File: config.mk
export PLATFORM = sky130hd
export DESIGN_NAME = scfg_regs
export DESIGN_NICKNAME = d
export VERILOG_FILES = /design/src/core/scfg_pkg.sv /design/src/core/scfg_regs.sv
export VERILOG_INCLUDE_DIRS = /design/src /design/src/core
export SDC_FILE = /design/constraint.sdc
export NUM_CORES = 1
export LEC_CHECK = 0
export BUFFER_PORTS_ARGS = -buffer_cell sky130_fd_sc_hd__buf_2
export CELL_PAD_IN_SITES_DETAIL_PLACEMENT = 1
export CELL_PAD_IN_SITES_GLOBAL_PLACEMENT = 1
export CORE_MARGIN = 2
export CORE_UTILIZATION = 33
export DETAILED_ROUTE_END_ITERATION = 7
export HOLD_SLACK_MARGIN = 0.08
export MAX_ROUTING_LAYER = met4
export PLACE_DENSITY_LB_ADDON = 0.1
export SLEW_MARGIN = 20
export SYNTH_ARGS = -nofsm -noshare
export SYNTH_HDL_FRONTEND = slang
export SYNTH_SLANG_ARGS = --single-unit
File: constraint.sdc
create_clock -name clk_sys -period 3.2 [get_ports clk_sys]
set_clock_uncertainty 0.1 [all_clocks]
set_input_delay 0.48 -clock clk_sys [delete_from_list [all_inputs] [get_ports clk_sys]]
set_output_delay 0.48 -clock clk_sys [all_outputs]
set_load 0.005 [all_outputs]
File: src/core/scfg_params.svh
// Functional notes
// (RQ1) Driver format 0 is high impedance, 1 LVPECL, 2 LVDS, 3 HCSL; it resets to 1.
// (RQ2) Output control bit 7 powers the output buffer down, resets to 0 and is not image-loaded.
// (RQ3) The 9-bit output divide ratio is upper divider bit 0 as bit 8 over the lower byte.
// (RQ4) The ratio equals the value for 5 to 511; the host must not program reserved 0 to 4.
// (RQ5) The lower output divider byte resets to 0x20 and the upper register to zero, ratio 32.
// (RQ6) The 12-bit loop integer divider is upper register bits 3 to 0 over the lower byte.
// (RQ7) The lower loop integer byte resets to 0x32 and the upper four divider bits to zero.
// (RQ8) The 22-bit numerator is top register bits 5 to 0, then the middle and bottom bytes.
// (RQ9) The 22-bit denominator is assembled from its three registers the same way.
// (RQ10) Every defined bit of the numerator and denominator registers resets to zero.
// (RQ11) The 10-bit crystal trim keeps bits 1 to 0 in the first register, 9 to 2 in the second.
// (RQ12) The trim register with the eight upper bits resets to 0x80, the other two bits to zero.
// (RQ13) Image-backed fields take the stored image when it is loaded; others keep their values. Power-down keeps its value and takes host writes in a load.
// (RQ14) Reserved bits with undefined reset read zero and ignore writes; the host writes zero.
`ifndef SCFG_PARAMS_SVH
`define SCFG_PARAMS_SVH

`define SCFG_ADDR_TRIM_HI 8'h10
`define SCFG_ADDR_TRIM_LO 8'h11
`define SCFG_ADDR_OUT_CTL 8'h15
`define SCFG_ADDR_ODIV_HI 8'h16
`define SCFG_ADDR_ODIV_LO 8'h17
`define SCFG_ADDR_NDIV_HI 8'h19
`define SCFG_ADDR_NDIV_LO 8'h1a
`define SCFG_ADDR_NUM_TOP 8'h1b
`define SCFG_ADDR_NUM_MID 8'h1c
`define SCFG_ADDR_NUM_BOT 8'h1d
`define SCFG_ADDR_DEN_TOP 8'h1e
`define SCFG_ADDR_DEN_MID 8'h1f
`define SCFG_ADDR_DEN_BOT 8'h20

`define SCFG_BIT_PWRDN 7
`define SCFG_RST_TRIM_HI 2'h0
`define SCFG_RST_TRIM_LO 8'h80
`define SCFG_RST_PWRDN 1'h0
`define SCFG_RST_OUT_SEL 2'h1
`define SCFG_RST_ODIV_RSVD 7'h00
`define SCFG_RST_ODIV_HI 1'h0
`define SCFG_RST_ODIV_LO 8'h20
`define SCFG_RST_NDIV_HI 4'h0
`define SCFG_RST_NDIV_LO 8'h32
`define SCFG_RST_FRAC_TOP 6'h00
`define SCFG_RST_FRAC_BYTE 8'h00
`define SCFG_ODIV_MIN 9'h005

`endif

File: src/core/scfg_pkg.sv
package scfg_pkg;

    typedef enum logic [1:0] {
        SCFG_FMT_HIZ = 2'h0,
        SCFG_FMT_LVPECL = 2'h1,
        SCFG_FMT_LVDS = 2'h2,
        SCFG_FMT_HCSL = 2'h3
    } scfg_format_e;

    typedef struct packed {
        logic [7:0] addr;
        logic [7:0] wdata;
        logic wr;
        logic rd;
    } scfg_req_s;

    typedef struct packed {
        logic [9:0] trim;
        logic [1:0] outSel;
        logic [6:0] outDivRsvd;
        logic [8:0] outDiv;
        logic [11:0] loopInt;
        logic [21:0] fracNum;
        logic [21:0] fracDen;
    } scfg_image_s;

    typedef struct packed {
        logic [9:0] crystalTrimOffset;
        logic outputBufferPowerdown;
        scfg_format_e driverFormat;
        logic [8:0] outDivRatio;
        logic [11:0] loopIntegerDivider;
        logic [21:0] loopFractionNumerator;
        logic [21:0] loopFractionDenominator;
    } scfg_cfg_s;

endpackage : scfg_pkg

File: src/core/scfg_regs.sv
`timescale 1ns/1ps
`default_nettype none
`include "scfg_params.svh"

module scfg_regs (
    input wire logic clk_sys,
    input wire logic sys_rst,
    input wire scfg_pkg::scfg_req_s regReq,
    output logic [7:0] regRdata,
    output logic regRvalid,
    input wire logic nvmLoad,
    input wire scfg_pkg::scfg_image_s nvmImage,
    output scfg_pkg::scfg_cfg_s cfg,
    output logic outputHiZ,
    output logic outDivReserved
);
    import scfg_pkg::*;

    logic [1:0] trimHi_q;
    logic [7:0] trimLo_q;
    logic pwrdn_q;
    logic [1:0] outSel_q;
    logic [6:0] odivRsvd_q;
    logic odivHi_q;
    logic [7:0] odivLo_q;
    logic [3:0] ndivHi_q;
    logic [7:0] ndivLo_q;
    logic [5:0] numTop_q;
    logic [7:0] numMid_q;
    logic [7:0] numBot_q;
    logic [5:0] denTop_q;
    logic [7:0] denMid_q;
    logic [7:0] denBot_q;
    logic [7:0] rdata_d;
    logic [7:0] regRdata_q;
    logic regRvalid_q;
    logic outputHiZ_q;
    logic outDivReserved_q;

    function automatic logic wrHit(input scfg_req_s req, input logic [7:0] offs);
        wrHit = req.wr && (req.addr == offs);
    endfunction : wrHit

    // Crystal trim
    always_ff @(posedge clk_sys or posedge sys_rst) begin
        if (sys_rst) begin
            trimHi_q <= `SCFG_RST_TRIM_HI; // [RQ12]
            trimLo_q <= `SCFG_RST_TRIM_LO; // [RQ12]
        end else if (nvmLoad) begin
            trimHi_q <= nvmImage.trim[1:0]; // [RQ13] [RQ11]
            trimLo_q <= nvmImage.trim[9:2]; // [RQ13] [RQ11]
        end else begin
            if (wrHit(regReq, `SCFG_ADDR_TRIM_HI)) begin
                trimHi_q <= regReq.wdata[1:0]; // [RQ11] [RQ14]
            end
            if (wrHit(regReq, `SCFG_ADDR_TRIM_LO)) begin
                trimLo_q <= regReq.wdata; // [RQ11]
            end
        end
    end

    // Output control: power-down has no stored default
    always_ff @(posedge clk_sys or posedge sys_rst) begin
        if (sys_rst) begin
            pwrdn_q <= `SCFG_RST_PWRDN; // [RQ2]
            outSel_q <= `SCFG_RST_OUT_SEL; // [RQ1]
        end else begin
            if (nvmLoad) begin
                outSel_q <= nvmImage.outSel; // [RQ13]
            end else if (wrHit(regReq, `SCFG_ADDR_OUT_CTL)) begin
                outSel_q <= regReq.wdata[1:0]; // [RQ1] [RQ14]
            end
            if (wrHit(regReq, `SCFG_ADDR_OUT_CTL)) begin
                pwrdn_q <= regReq.wdata[`SCFG_BIT_PWRDN]; // [RQ2]
            end
        end
    end

    // Output divider
    always_ff @(posedge clk_sys or posedge sys_rst) begin
        if (sys_rst) begin
            odivRsvd_q <= `SCFG_RST_ODIV_RSVD; // [RQ5]
            odivHi_q <= `SCFG_RST_ODIV_HI; // [RQ5]
            odivLo_q <= `SCFG_RST_ODIV_LO; // [RQ5]
        end else if (nvmLoad) begin
            odivRsvd_q <= nvmImage.outDivRsvd; // [RQ13]
            odivHi_q <= nvmImage.outDiv[8]; // [RQ13]
            odivLo_q <= nvmImage.outDiv[7:0]; // [RQ13]
        end else begin
            if (wrHit(regReq, `SCFG_ADDR_ODIV_HI)) begin
                odivRsvd_q <= regReq.wdata[7:1];
                odivHi_q <= regReq.wdata[0]; // [RQ3]
            end
            if (wrHit(regReq, `SCFG_ADDR_ODIV_LO)) begin
                odivLo_q <= regReq.wdata; // [RQ3]
            end
        end
    end

    // Loop integer divider
    always_ff @(posedge clk_sys or posedge sys_rst) begin
        if (sys_rst) begin
            ndivHi_q <= `SCFG_RST_NDIV_HI; // [RQ7]
            ndivLo_q <= `SCFG_RST_NDIV_LO; // [RQ7]
        end else if (nvmLoad) begin
            ndivHi_q <= nvmImage.loopInt[11:8]; // [RQ13]
            ndivLo_q <= nvmImage.loopInt[7:0]; // [RQ13]
        end else begin
            if (wrHit(regReq, `SCFG_ADDR_NDIV_HI)) begin
                ndivHi_q <= regReq.wdata[3:0]; // [RQ6] [RQ14]
            end
            if (wrHit(regReq, `SCFG_ADDR_NDIV_LO)) begin
                ndivLo_q <= regReq.wdata; // [RQ6]
            end
        end
    end

    // Fractional numerator
    always_ff @(posedge clk_sys or posedge sys_rst) begin
        if (sys_rst) begin
            numTop_q <= `SCFG_RST_FRAC_TOP; // [RQ10]
            numMid_q <= `SCFG_RST_FRAC_BYTE; // [RQ10]
            numBot_q <= `SCFG_RST_FRAC_BYTE; // [RQ10]
        end else if (nvmLoad) begin
            numTop_q <= nvmImage.fracNum[21:16]; // [RQ13]
            numMid_q <= nvmImage.fracNum[15:8]; // [RQ13]
            numBot_q <= nvmImage.fracNum[7:0]; // [RQ13]
        end else begin
            if (wrHit(regReq, `SCFG_ADDR_NUM_TOP)) begin
                numTop_q <= regReq.wdata[5:0]; // [RQ8] [RQ14]
            end
            if (wrHit(regReq, `SCFG_ADDR_NUM_MID)) begin
                numMid_q <= regReq.wdata; // [RQ8]
            end
            if (wrHit(regReq, `SCFG_ADDR_NUM_BOT)) begin
                numBot_q <= regReq.wdata; // [RQ8]
            end
        end
    end

    // Fractional denominator
    always_ff @(posedge clk_sys or posedge sys_rst) begin
        if (sys_rst) begin
            denTop_q <= `SCFG_RST_FRAC_TOP; // [RQ10]
            denMid_q <= `SCFG_RST_FRAC_BYTE; // [RQ10]
            denBot_q <= `SCFG_RST_FRAC_BYTE; // [RQ10]
        end else if (nvmLoad) begin
            denTop_q <= nvmImage.fracDen[21:16]; // [RQ13]
            denMid_q <= nvmImage.fracDen[15:8]; // [RQ13]
            denBot_q <= nvmImage.fracDen[7:0]; // [RQ13]
        end else begin
            if (wrHit(regReq, `SCFG_ADDR_DEN_TOP)) begin
                denTop_q <= regReq.wdata[5:0]; // [RQ9] [RQ14]
            end
            if (wrHit(regReq, `SCFG_ADDR_DEN_MID)) begin
                denMid_q <= regReq.wdata; // [RQ9]
            end
            if (wrHit(regReq, `SCFG_ADDR_DEN_BOT)) begin
                denBot_q <= regReq.wdata; // [RQ9]
            end
        end
    end

    // Read-back; unmapped addresses return zero
    always_comb begin
        rdata_d = 8'h00;
        case (regReq.addr)
            `SCFG_ADDR_TRIM_HI: rdata_d = {6'h00, trimHi_q}; // [RQ14]
            `SCFG_ADDR_TRIM_LO: rdata_d = trimLo_q;
            `SCFG_ADDR_OUT_CTL: rdata_d = {pwrdn_q, 5'h00, outSel_q}; // [RQ14]
            `SCFG_ADDR_ODIV_HI: rdata_d = {odivRsvd_q, odivHi_q};
            `SCFG_ADDR_ODIV_LO: rdata_d = odivLo_q;
            `SCFG_ADDR_NDIV_HI: rdata_d = {4'h0, ndivHi_q}; // [RQ14]
            `SCFG_ADDR_NDIV_LO: rdata_d = ndivLo_q;
            `SCFG_ADDR_NUM_TOP: rdata_d = {2'h0, numTop_q}; // [RQ14]
            `SCFG_ADDR_NUM_MID: rdata_d = numMid_q;
            `SCFG_ADDR_NUM_BOT: rdata_d = numBot_q;
            `SCFG_ADDR_DEN_TOP: rdata_d = {2'h0, denTop_q}; // [RQ14]
            `SCFG_ADDR_DEN_MID: rdata_d = denMid_q;
            `SCFG_ADDR_DEN_BOT: rdata_d = denBot_q;
            default: rdata_d = 8'h00;
        endcase
    end

    always_ff @(posedge clk_sys or posedge sys_rst) begin
        if (sys_rst) begin
            regRdata_q <= 8'h00;
            regRvalid_q <= 1'h0;
        end else begin
            regRvalid_q <= regReq.rd;
            if (regReq.rd) begin
                regRdata_q <= rdata_d;
            end
        end
    end

    // Decoded status flags, one cycle behind the fields
    always_ff @(posedge clk_sys or posedge sys_rst) begin
        if (sys_rst) begin
            outputHiZ_q <= 1'h0;
            outDivReserved_q <= 1'h0;
        end else begin
            outputHiZ_q <= (outSel_q == SCFG_FMT_HIZ); // [RQ1]
            outDivReserved_q <= ({odivHi_q, odivLo_q} < `SCFG_ODIV_MIN); // [RQ4]
        end
    end

    assign regRdata = regRdata_q;
    assign regRvalid = regRvalid_q;
    assign outputHiZ = outputHiZ_q;
    assign outDivReserved = outDivReserved_q;
    // One driver for the whole output struct
    assign cfg = '{
        crystalTrimOffset: {trimLo_q, trimHi_q}, // [RQ11]
        outputBufferPowerdown: pwrdn_q, // [RQ2]
        driverFormat: scfg_format_e'(outSel_q), // [RQ1]
        outDivRatio: {odivHi_q, odivLo_q}, // [RQ3] [RQ4]
        loopIntegerDivider: {ndivHi_q, ndivLo_q}, // [RQ6]
        loopFractionNumerator: {numTop_q, numMid_q, numBot_q}, // [RQ8]
        loopFractionDenominator: {denTop_q, denMid_q, denBot_q} // [RQ9]
    };

endmodule : scfg_regs
`default_nettype wire

# ---- After elaboration in Yosys (flattened, before gate mapping)
# Cells that the tools add are included.
dict set report classes {
  order_cmp 1
  n_eq_ne 13
  muxes 29
  n_reduce_logical 27
}
# operator count
set ops {}
lappend ops {{$mux 8} 14}
lappend ops {{$pmux 8 s13} 1}
lappend ops {{$eq 8x5->1 const B} 12}
lappend ops {{$reduce_bool 2->1} 13}
lappend ops {{$mux 6} 4}
lappend ops {{$mux 7} 2}
lappend ops {{$logic_and 1x1->1} 13}
lappend ops {{$lt 9x3->1 const B} 1}
lappend ops {{$eq 8x6->1 const B} 1}
lappend ops {{$mux 2} 4}
lappend ops {{$mux 4} 2}
lappend ops {{$logic_not 2->1} 1}
lappend ops {{$mux 1} 2}
dict set report word_totals {
  regBits 96
  inputBits 105
  output_inout_bits 89
  elab_cells 89
}

# ---- Logic depth before layout (Yosys ltp)
# Gate-level depths: netlist of run 1.
dict set report logic_depth {
  ltp_word 4
  mapped_depth 7
  mapped_depth_nobuf 5
}

# ---- Worst setup path before layout of run 1
# No wires, ideal clock.
dict set report synth_timing {
  path_type {input -> register}
  start {input port regReq[15] (netlist bit)}
  end {register denMid_q[1]}
  setup_time_ps 124
  arrival_ps 2001
  t_required_ps 2976
  slack_ps 975
  stages 6
  n_path_buf 2
  path_cell_list {buf_4 or4b_4 o41a_1 buf_4 a22oi_1 nand2_1}
}
dict set report synth_between {
  elab_chain_len 3
}
# item line
set synth_lines {}
lappend synth_lines {{from (decl)} scfg_regs.sv:8} ;# input wire scfg_pkg::scfg_req_s regReq,
lappend synth_lines {{$eq 8x5->1} scfg_regs.sv:41} ;# wrHit = req.wr && (req.addr == offs);
lappend synth_lines {{$logic_and 1x1->1} scfg_regs.sv:41}
lappend synth_lines {{$reduce_bool 2->1 (no source line)} -}
lappend synth_lines {{to (signal assigned)} scfg_regs.sv:145} ;# denMid_q <= `SCFG_RST_FRAC_BYTE;
lappend synth_lines {{to (signal assigned)} scfg_regs.sv:149} ;# denMid_q <= nvmImage.fracDen[15:8];
lappend synth_lines {{to (signal assigned)} scfg_regs.sv:156} ;# denMid_q <= regReq.wdata;
lappend synth_lines {{to (decl)} scfg_regs.sv:32} ;# logic [7:0] denMid_q;
# No other way between the ends.
# A chain may end at the register's enable or synchronous reset.

# ---- Worst setup path in the final report of run 1
dict set report layout_timing {
  start {input port regReq[11] (netlist bit)}
  end {register odivRsvd_q[6]}
}
dict set report layout_between {
  elab_chain_len 3
}
# item line
set layout_lines {}
lappend layout_lines {{$eq 8x5->1} scfg_regs.sv:41}
lappend layout_lines {{$logic_and 1x1->1} scfg_regs.sv:41}
lappend layout_lines {{$reduce_bool 2->1 (no source line)} -}
lappend layout_lines {{to (signal assigned)} scfg_regs.sv:82} ;# odivRsvd_q <= `SCFG_RST_ODIV_RSVD;
lappend layout_lines {{to (signal assigned)} scfg_regs.sv:86} ;# odivRsvd_q <= nvmImage.outDivRsvd;
lappend layout_lines {{to (signal assigned)} scfg_regs.sv:91} ;# odivRsvd_q <= regReq.wdata[7:1];
lappend layout_lines {{to (decl)} scfg_regs.sv:23} ;# logic [6:0] odivRsvd_q;
# No other way between the ends.

==> results of run 1 <==
-- Yosys cell counts (5+ instances only) --
cell type,n,area (um^2)
inv_1,9,33.78
nor2b_1,12,75.07
nand2_1,107,401.6
dfstp_2,6,157.7
a21oi_1,9,45.04
clkbuf_1,34,127.6
mux2_2,11,123.9
nand3_1,6,30.03
nand2b_1,5,31.28
o21ai_0,85,425.4
a22oi_1,22,165.2
dfrtp_1,90,2252
nor2_1,10,37.54
mux2i_1,75,750.7
-- final timing paths --
path,slack (ns),from,end
min in group asynchronous,0.27,sys_rst,numBot_q[7]
worst min-delay path,0.24,nvmImage[23],numBot_q[1]
worst max-delay path,0.82,regReq[11],odivRsvd_q[6]
worst max register to register,1.22,trimLo_q[2],regRdata[2]
max in group asynchronous,1.93,sys_rst,regRdata[2]
worst min register to register,0.43,outSel_q[0],outputHiZ
-- through the flow --
step	hold WS, ns	setup slack, ns	utilization	instances	area, um^2
6_report	0.2362	0.8229	0.4324	958	6819
5_1_grt	0.2432	0.6176	0.4324	958	6819
4_1_cts	0.2279	0.8574	0.4324	958	6819
3_5_place_dp	0.4135	0.4970	0.4108	942	6479
3_3_place_gp	0.4040	0.5714	0.4108	942	6479
2_1_floorplan	0.3577	0.1246	-	562	5290
-- critical path, cell delays in order --
cell and delay (ns):
buf_2 0.28, nor2b_1 0.71, and3_1 0.34, nand2_1 0.31, mux2i_1 0.26, o21ai_0 0.09
-- metal layers --
layer	up-vias	wire (um)	global-route usage
li1	2360	-	-
met1	2531	10030	0.3691
met2	159	10440	0.4164
met3	21	1018	0.03176
met4	0	310	0.06633
met5	-	0	-
-- final cells by class --
class | count | area, um^2 | area share
multi-input combinational | 411 | 2654 | 0.3892
timing repair buffer | 210 | 1109 | 0.1626
inverter | 9 | 36.28 | 0.005321
tap | 216 | 270.3 | 0.03963
clock inverter | 3 | 90.09 | 0.01321
clock buffer | 13 | 250.2 | 0.03670
sequential | 96 | 2410 | 0.3534
-- flip-flops by register name (all words and copies together) (netlist names), 4 cells and up --
register and cells:
denBot_q 8, denMid_q 8, denTop_q 6, ndivHi_q 4, ndivLo_q 8, numBot_q 8
numMid_q 8, numTop_q 6, odivLo_q 8, odivRsvd_q 7, regRdata 8, trimLo_q 8
-- power breakdown --
part / total (W) / switching [W] / internal, W
registers: 0.00144 / 0.000117 / 0.00132
logic: 0.000523 / 0.000293 / 0.000230
clock network: 0.00127 / 0.000482 / 0.000788
total: 0.00323 / 0.000893 / 0.00234
-- logic make-up after synthesis --
group | synth area share
AO/OA/AOI/OAI | 0.1750
buffers and inverters | 0.04281
AND/OR/NAND/NOR | 0.1571
flip-flops | 0.4555
multiplexers | 0.1696
==> summary.md, run 1 <==
| Metric | Value |
|---|---|
| Total power | `about 0.0032 W` |
| Slew Viols, Final | `0` |
| Clk buf depth | `2` |
| TNS Setup | `0 ns` |
| Crit path kind | `in2reg` |
| Distinct cells, synth | `57` |
| Commonest cells after routing, fill and taps aside | `192 x buf_2, 107 x nand2_1, 90 x dfrtp_1, 85 x o21ai_0, 75 x mux2i_1` |
| Power density cells | `roughly 470 nW/um^2` |
| Tmin final | `2.377 ns` |
| Slew headroom | `0.3272` |
| Outcome | `finished, final reports clean` |
| Core ar. | `~16000 um^2` |
| Postcts setup bufs | `0` |
| Syn nets | `667` |
| Post-Synthesis Cells | `~560` |
| Layout area overhead | `28.90%` |
| Global-route wire length before repair | `~32000 um` |
| Critical Path AT | `around 2.5 ns` |
| Die height | `approximately 130 um` |
| Post-DR wirelength/cell | `22.75 um` |
| Min-Delay Path Class | `in2reg` |
| Ports | `about 190` |
| Reg2reg path depth | `5` |
| Measured slew at the worst slew-check pin | `between 1 and 1.5 ns` |
| Worst hold stages | `3` |
| Final hold viol count | `0` |
| Data required, critical path | `~3.3 ns` |
| Via Count | `5071` |
| Setup crit end kind | `register` |
| # Max-Cap Violations | `0` |
| Die area | `about 17000 um^2` |
| Clock slew at reported path FFs | `roughly 0.07 ns` |
| Final ANT Viol Nets | `0` |
| Largest net degree at the start of global routing | `between 90 and 100` |
| Final setup vio count | `0` |
| Fillers | `approximately 1.9k` |
| Crit start category | `primary input` |
| Clock Latency Late Sink | `0.35 ns` |
| Overflow after GRT | `0` |
| Initial antenna violation count | `1` |
| Worst Path Max Fanout | `17` |
| Starting Density | `0.3354` |
| Synth Flop Type | `dfrtp_1` |
| EDFF count, synth | `0` |
| Tcrit/Tclk final | `0.7429` |
| Final Wtd Congestion | `approximately 0.9` |
| CTS tree | `done` |
| Share of cells above drive strength 1 | `0.3396` |
| Number of nets in the layout | `842` |
| CTS Hold Bufs | `0` |
| Root buf cell | `clkbuf_16` |
| Vias in the first global route | `5306` |
| H-tree depth | `3` |
| RSZ-0062 raised after global routing | `false` |
| Leakage | `roughly 3.6 nW` |
| Mapped cell area | `approximately 5300 um^2` |
| Row count | `46` |
| DRT iter0 DRCs | `between 200 and 300` |
| Number of synthesized register bits | `96` |
| Seq/Total Area, Yosys | `0.4555` |
| Ys async rst share | `1.000` |
| Clock buffer count from CTS | `9` |
| CTS-repair resized insts | `0` |
| Tot GR Track Use | `0.2658` |
| Number of remaining DRC errors | `0` |
| Wirelength, routed | `around 22000 um` |
| Maximum vdd drop | `approximately 0.00021 V` |
| Most common cell after layout, fill and taps aside | `buf_2` |
| Detailed placement HPWL | `16480 um` |
| Pre-Repair DR Iteration Count | `5` |
| Fmax | `0.4207 GHz` |
| Clock sinks | `between 90 and 100` |
| Syn avg cell area | `around 9.4 um^2` |
| Ant. Diodes | `0` |
| Port Buf Inserts | `just under 200` |
| Synth Warn # | `0` |
| DR vias/cell | `5.293` |
| Die X | `130.6 um` |
Note: power is estimated with default switching activity, not from simulation.
==> run 2: changes to the inputs <==
Clock period 3.2 ns to 2 ns, I/O delays scaled along.
==> summary.md, run 2 (synthesis results as in run 1) <==
| Metric | Value |
|---|---|
| Tmin final | `about 1.9 ns` |
| Slew Viols, Final | `0 (unchanged)` |
| Tot GR Track Use | `0.2774 (+0.01168)` |
| Clock sinks | `96 (unchanged)` |
| # Max-Cap Violations | `0 (unchanged)` |
| Fillers | `1892 (-0.32%)` |
| Overflow after GRT | `0 (unchanged)` |
| Final Wtd Congestion | `0.8701 (-3.5%)` |
| Min-Delay Path Class | `in2reg` |
| Clock slew at reported path FFs | `0.07 ns (about the same)` |
| Die height | `130.6 um (unchanged)` |
| Layout area overhead | `48.25%` |
| Routed met2 length | `10910 um (+4.5%)` |
| Leakage | `4.101 nW (+14%)` |
| Die X | `130.6 um (unchanged)` |
| Crit path kind | `in2reg` |
| Data required, critical path | `2.16 ns (-1.15 ns)` |
| Port Buf Inserts | `193 (unchanged)` |
| DR top layer | `met4` |
| Tcrit/Tclk final | `0.9361` |
| Power density cells | `670.8 nW/um^2 (+42%)` |
| Final ANT Viol Nets | `0 (unchanged)` |
| Min Hold Slack | `0.08308 ns (-0.1531 ns)` |
| Met3 routed WL | `1028 um (+0.98%)` |
| Fmax | `about 0.53 GHz` |
| Setup crit end kind | `register` |
| Multi-input logic area | `2654 um^2 (unchanged)` |
| CTS tree | `done` |
| Pre-Repair DR Iteration Count | `4 (-1)` |
| HP Start | `nvmImage[50]` |
| Number of nets in the layout | `952 (+13%)` |
| Worst hold stages | `3 (unchanged)` |
| Maximum vdd drop | `0.0004295 V (+100%)` |
| Core ar. | `15770 um^2 (unchanged)` |
| Root buf cell | `clkbuf_16` |
| Post-DR wirelength/cell | `20.93 um (-8.0%)` |
| Number of remaining DRC errors | `0 (unchanged)` |
| Largest net degree at the start of global routing | `97 (+3.2%)` |
| Row count | `46 (unchanged)` |
| Outcome | `finished, final reports clean` |
| RR Startpoint | `trimLo_q[2]` |
| WL met1 | `10090 um (+0.69%)` |
| Commonest cells after routing, fill and taps aside | `192 x buf_2, 107 x nand2_1, 90 x dfrtp_1, 85 x o21ai_0, 75 x mux2i_1` |
| Ports | `194 (unchanged)` |
| RSZ-0062 raised after global routing | `false` |
| Starting Density | `0.3354 (unchanged)` |
| Ant. Diodes | `0 (unchanged)` |
| Initial antenna violation count | `0 (-1)` |
| Reg2reg path depth | `5 (unchanged)` |
| Most common cell after layout, fill and taps aside | `buf_2` |
| DRT iter0 DRCs | `342 (+30%)` |
| Clock buffer count from CTS | `9 (unchanged)` |
| Die area | `17060 um^2 (unchanged)` |
| Wirelength, routed | `22360 um (+2.6%)` |
| Worst Path Max Fanout | `8 (-9)` |
| Register Area | `2410 um^2 (unchanged)` |
| DR vias/cell | `5.175 (-2.2%)` |
| Slew headroom | `0.6138 (+0.2866)` |
| Global-route wire length before repair | `33820 um (+4.7%)` |
| Postcts setup bufs | `0 (unchanged)` |
| Clock Latency Late Sink | `0.36 ns (about the same)` |
| CP startpoint | `regReq[15]` |
| Share of cells above drive strength 1 | `0.3603 (+0.02071)` |
| H-tree depth | `3 (unchanged)` |
| Measured slew at the worst slew-check pin | `0.5793 ns (-0.4299 ns)` |
| Vias in the first global route | `5933 (+12%)` |
| Critical Path AT | `2.04 ns (-0.45 ns)` |
| CTS-repair resized insts | `0 (unchanged)` |
| Final hold viol count | `0 (unchanged)` |
| Crit start category | `primary input` |
| Clk buf depth | `2 (unchanged)` |
| Final setup vio count | `0 (unchanged)` |
| Total power | `0.005261 W (+63%)` |
| Via Count | `5527 (+9.0%)` |
| Detailed placement HPWL | `16370 um (-0.66%)` |
==> run 2: cell count changes in the layout (fill, tap and decap cells not counted), sizes merged <==
cell | previous run | this run
dlygate4sd3 | 0 | 56
buf | 210 | 264
bufinv | 3 | 2
clkbuf | 13 | 14
clkinvlp | 0 | 1
inv | 9 | 8
==> run 2: stage by stage <==
stage                     cell area (um^2)  worst slack (ns)  cells    util  setup TNS, ns
after floorplan                       5294           0.02640    562       -              0
after global placement                6948           -0.1405    996  0.4406         -4.221
after detailed placement              6948           -0.2549    996  0.4406         -7.445
after CTS                             7843            0.1399   1068  0.4973              0
after global routing                  7843           0.03025   1068  0.4973              0
final                                 7843            0.1279   1068  0.4973              0
==> run 2: worst paths after layout <==
check | slack (ns) | end
setup reg to reg | 0.16 | regRdata[2]
max in group asynchronous | 0.81 | trimLo_q[1]
hold / removal | 0.08 | ndivLo_q[6]
setup / recovery | 0.13 | numMid_q[0]
hold reg to reg | 0.42 | outputHiZ
min in group asynchronous | 0.53 | odivRsvd_q[1]
==> run 2: worst max-delay path, cell delays in order <==
cell     delay [ns]
buf_2          0.14
or4b_4         0.58
nor3_2         0.30
buf_4          0.17
nand2_2        0.17
mux2i_1        0.17
o21ai_0        0.20
==> run 2: report_power, final <==
group / internal (W) / total, W / switching [W]
Sequential: 0.00211 / 0.00229 / 0.000177
Combinational: 0.000488 / 0.000996 / 0.000507
Clock: 0.00120 / 0.00198 / 0.000774
==> run 2: cell type report <==
| type | count | share of cell area |
|---|---|---|
| multi-input combinational | 411 | 0.3384 |
| sequential | 96 | 0.3073 |
| timing repair buffer | 320 | 0.2725 |
| clock buffer | 14 | 0.03494 |
| tap | 216 | 0.03446 |
| clock inverter | 2 | 0.007658 |
| inverter | 9 | 0.004786 |
==> run 2: per-layer routing <==
layer,up-vias,global-route usage
met2,179,0.4504
met5,-,-
met3,22,0.03909
li1,2581,-
met4,0,0.07384
met1,2745,0.3667
==> run 2: what timing repair did <==
action / in CTS / in global routing
hold buffers: 56 / 0
setup endpoints to repair: 0 / 0
hold endpoints to repair: 145 / 0
==> run 3: changes to the inputs <==
Settings changed: ABC_AREA set to 1, CELL_PAD_IN_SITES_DETAIL_PLACEMENT 1 to 0, CORE_UTILIZATION 33 to 31.
==> summary.md, run 3 <==
| Metric | Value |
|---|---|
| Slew headroom | `0.6284 (+0.01458)` |
| Pre-CTS WS | `0.2293 ns (+0.4842 ns)` |
| CTS tree | `done` |
| Ports | `194 (unchanged)` |
| Post-Synthesis Cells | `650 (+16%)` |
| Clk buf depth | `2 (unchanged)` |
| Number of synthesized register bits | `96 (unchanged)` |
| Final Wtd Congestion | `0.8313 (-4.5%)` |
| Synth Flop Type | `dfrtp_1` |
| Share of cells above drive strength 1 | `0.3230 (-0.03729)` |
| Most frequent cell after synthesis | `nand2_1` |
| Post-DR wirelength/cell | `18.61 um (-11%)` |
| Layout area overhead | `30.67%` |
| Post-synth top area share | `0.4473 (+0.02158)` |
| Measured slew at the worst slew-check pin | `0.5574 ns (-0.02186 ns)` |
| Die height | `131.4 um (+0.64%)` |
| Syn nets | `755 (+13%)` |
| Clock slew at reported path FFs | `0.07 ns (about the same)` |
| Min-Delay Path Class | `in2reg` |
| TNS Setup | `0 ns (unchanged)` |
| Postcts setup bufs | `0 (unchanged)` |
| Vias in the first global route | `5398 (-9.0%)` |
| Crit start category | `register` |
| Tcrit/Tclk final | `0.7214 (-0.2147)` |
| Register Area | `2410 um^2 (unchanged)` |
| Final hold viol count | `0 (unchanged)` |
| CTS-repair resized insts | `0 (unchanged)` |
| Ant. Diodes | `0 (unchanged)` |
| Port Buf Inserts | `193 (unchanged)` |
| Syn avg cell area | `7.746 um^2 (-18%)` |
| Final setup vio count | `0 (unchanged)` |
| Starting Density | `0.3170 (-0.01850)` |
| Synth Warn # | `0 (unchanged)` |
| Crit path kind | `reg2out` |
| Tot GR Track Use | `0.2392 (-0.03827)` |
| Number of nets in the layout | `942 (-1.1%)` |
| Mapped cell area | `5035 um^2 (-4.8%)` |
| Number of remaining DRC errors | `0 (unchanged)` |
| Top delay family on crit path | `flip-flops` |
| Wirelength, routed | `19690 um (-12%)` |
| Routed met2 length | `8881 um (-19%)` |
| Met3 routed WL | `1199 um (+17%)` |
| Detailed placement HPWL | `14670 um (-10%)` |
| Global-route wire length before repair | `30820 um (-8.9%)` |
| Critical Path AT | `1.04 ns (-1.00 ns)` |
| H-tree depth | `3 (unchanged)` |
| Synth Area in Simple Gates | `0.2587 (+0.1016)` |
| Commonest cells in the synthesized netlist | `131 x nand2_1, 90 x dfrtp_1, 81 x a21oi_1, 77 x nand3_1, 61 x nor2_1` |
| Largest net degree at the start of global routing | `97 (unchanged)` |
| Worst Path Max Fanout | `4 (-4)` |
| Ys async rst share | `1.000 (unchanged)` |
| CP Buf/Inv Count | `1 (-1)` |
| Synth Area in Adders | `0 (unchanged)` |
| Initial antenna violation count | `0 (unchanged)` |
| EDFF count, synth | `0 (unchanged)` |
| Root buf cell | `clkbuf_16` |
| Power density cells | `765.3 nW/um^2 (+14%)` |
| DR top layer | `met4` |
| Pre-Repair DR Iteration Count | `4 (unchanged)` |
| Setup crit end kind | `output port` |
| Die X | `131.4 um (+0.64%)` |
| Fin worst setup slack | `0.5572 ns (+0.4293 ns)` |
| WL met1 | `9266 um (-8.2%)` |
| Clock Latency Late Sink | `0.36 ns (about the same)` |
| DRT iter0 DRCs | `379 (+11%)` |
| Crit-path max cell delay | `0.57 ns (about the same)` |
| Tmin final | `1.443 ns (-0.4293 ns)` |
| Slew Viols, Final | `0 (unchanged)` |
| Maximum vdd drop | `0.0003919 V (-8.7%)` |
| Critical path's slowest cell | `dfstp_2` |
| Via Count | `5278 (-4.5%)` |
| Distinct cells, synth | `28 (-51%)` |
| Largest family of logic cells by synthesized area | `simple AND/OR/NAND/NOR gates` |
| Outcome | `finished, final reports clean` |
| Overflow after GRT | `0 (unchanged)` |
| Row count | `46 (unchanged)` |
| Leakage | `3.329 nW (-19%)` |
| Cell taking the most area after synthesis | `dfrtp_1` |
| Data required, critical path | `1.60 ns (-0.56 ns)` |
| RSZ-0062 raised after global routing | `false` |
| Final ANT Viol Nets | `0 (unchanged)` |
| Top post-synthesis cells by area | `dfrtp_1 45%, nand2_1 9.8%, a21oi_1 8.1%` |
| Multiplexer area fraction after synthesis | `0 (-0.1696)` |
| Xor/xnor share of the synthesized area | `0 (unchanged)` |
| Commonest cells after routing, fill and taps aside | `193 x buf_2, 131 x nand2_1, 90 x dfrtp_1, 81 x a21oi_1, 77 x nand3_1` |
| Core ar. | `15890 um^2 (+0.73%)` |
| Fillers | `1718 (-9.2%)` |
| Most common cell after layout, fill and taps aside | `buf_2` |
| Die area | `17280 um^2 (+1.3%)` |
| Clock sinks | `96 (unchanged)` |
| Synth Area in Compound Gates | `0.1911 (+0.01608)` |
| DR vias/cell | `4.989 (-3.6%)` |
| Clock buffer count from CTS | `9 (unchanged)` |
| Multi-input logic area | `2265 um^2 (-15%)` |
| # Max-Cap Violations | `0 (unchanged)` |
| CP cell instances | `buf_2` |
| Fmax | `0.6931 GHz (+30%)` |
| Seq/Total Area, Yosys | `0.4786 (+0.02309)` |
## run 3: cell types whose count changed after synthesis, sizes merged, moves of 8 or more
| cell | previous run | this run |
|---|---|---|
| inv | 9 | 54 |
| mux2 | 11 | 0 |
| o211ai | 0 | 8 |
| clkbuf | 35 | 7 |
| mux2i | 75 | 0 |
| nand3 | 6 | 79 |
| nor2 | 11 | 72 |
| nand2 | 109 | 141 |
| buf | 11 | 23 |
| nor2b | 12 | 0 |
| o21ai | 87 | 66 |
| a21oi | 9 | 81 |
## run 3: cell families (layout without fill, tap and decap cells)
logic type | count (synthesis) | count (layout)
and+or+nand+nor | 294 | 294
AOI/OAI and AO/OA | 176 | 176
buffers and inverters | 84 | 276
DFF | 96 | 96
## run 3: cell type report
type / count / area share
Clock buffer: 9 / 0.03423
Sequential cell: 96 / 0.3663
Tap cell: 216 / 0.04108
Clock inverter: 7 / 0.01426
Multi-Input combinational cell: 470 / 0.3442
Inverter: 54 / 0.03138
Timing Repair Buffer: 206 / 0.1685
## run 3: worst paths after layout
kind | startpoint | end | slack [ns] | cells after the start
setup / recovery | odivLo_q[5] | cfg[61] | 0.56 | 1
hold / removal | nvmImage[55] | ndivHi_q[3] | 0.09 | 3
setup reg to reg | numBot_q[0] | regRdata[0] | 0.68 | 6
hold reg to reg | regRdata[7] | regRdata[7] | 0.38 | 2
max in group asynchronous | sys_rst | odivLo_q[5] | 0.83 | 4
min in group asynchronous | sys_rst | denTop_q[1] | 0.53 | 4
## run 3: timing repair
action                                  CTS  global route
endpoints found under the hold margin    92             0
hold buffers                              3             0
endpoints found under the setup margin    0             0
## run 3: power breakdown
group	internal [W]	switching (W)
Clock	0.00110	0.000790
Combinational	0.000344	0.000490
Sequential	0.00213	0.000180
Total	0.00357	0.00146
## run 3: stage by stage
step | hold slack, ns | util | area (um^2) | cells | power (W)
floorplan | 0.2314 | - | 5039 | 650 | 0.002702
global placement | 0.3655 | 0.3922 | 6230 | 1039 | 0.003176
detailed placement | 0.3604 | 0.3922 | 6230 | 1039 | 0.003184
CTS | 0.08198 | 0.4141 | 6579 | 1058 | 0.005082
global route | 0.1027 | 0.4141 | 6579 | 1058 | 0.005277
finish | 0.09017 | 0.4141 | 6579 | 1058 | 0.005035
## run 3: per-layer routing
layer	vias to the layer above	track usage
met3	26	0.04282
met4	0	0.07488
met1	2473	0.3342
met5	-	-
li1	2569	-
met2	210	0.3534
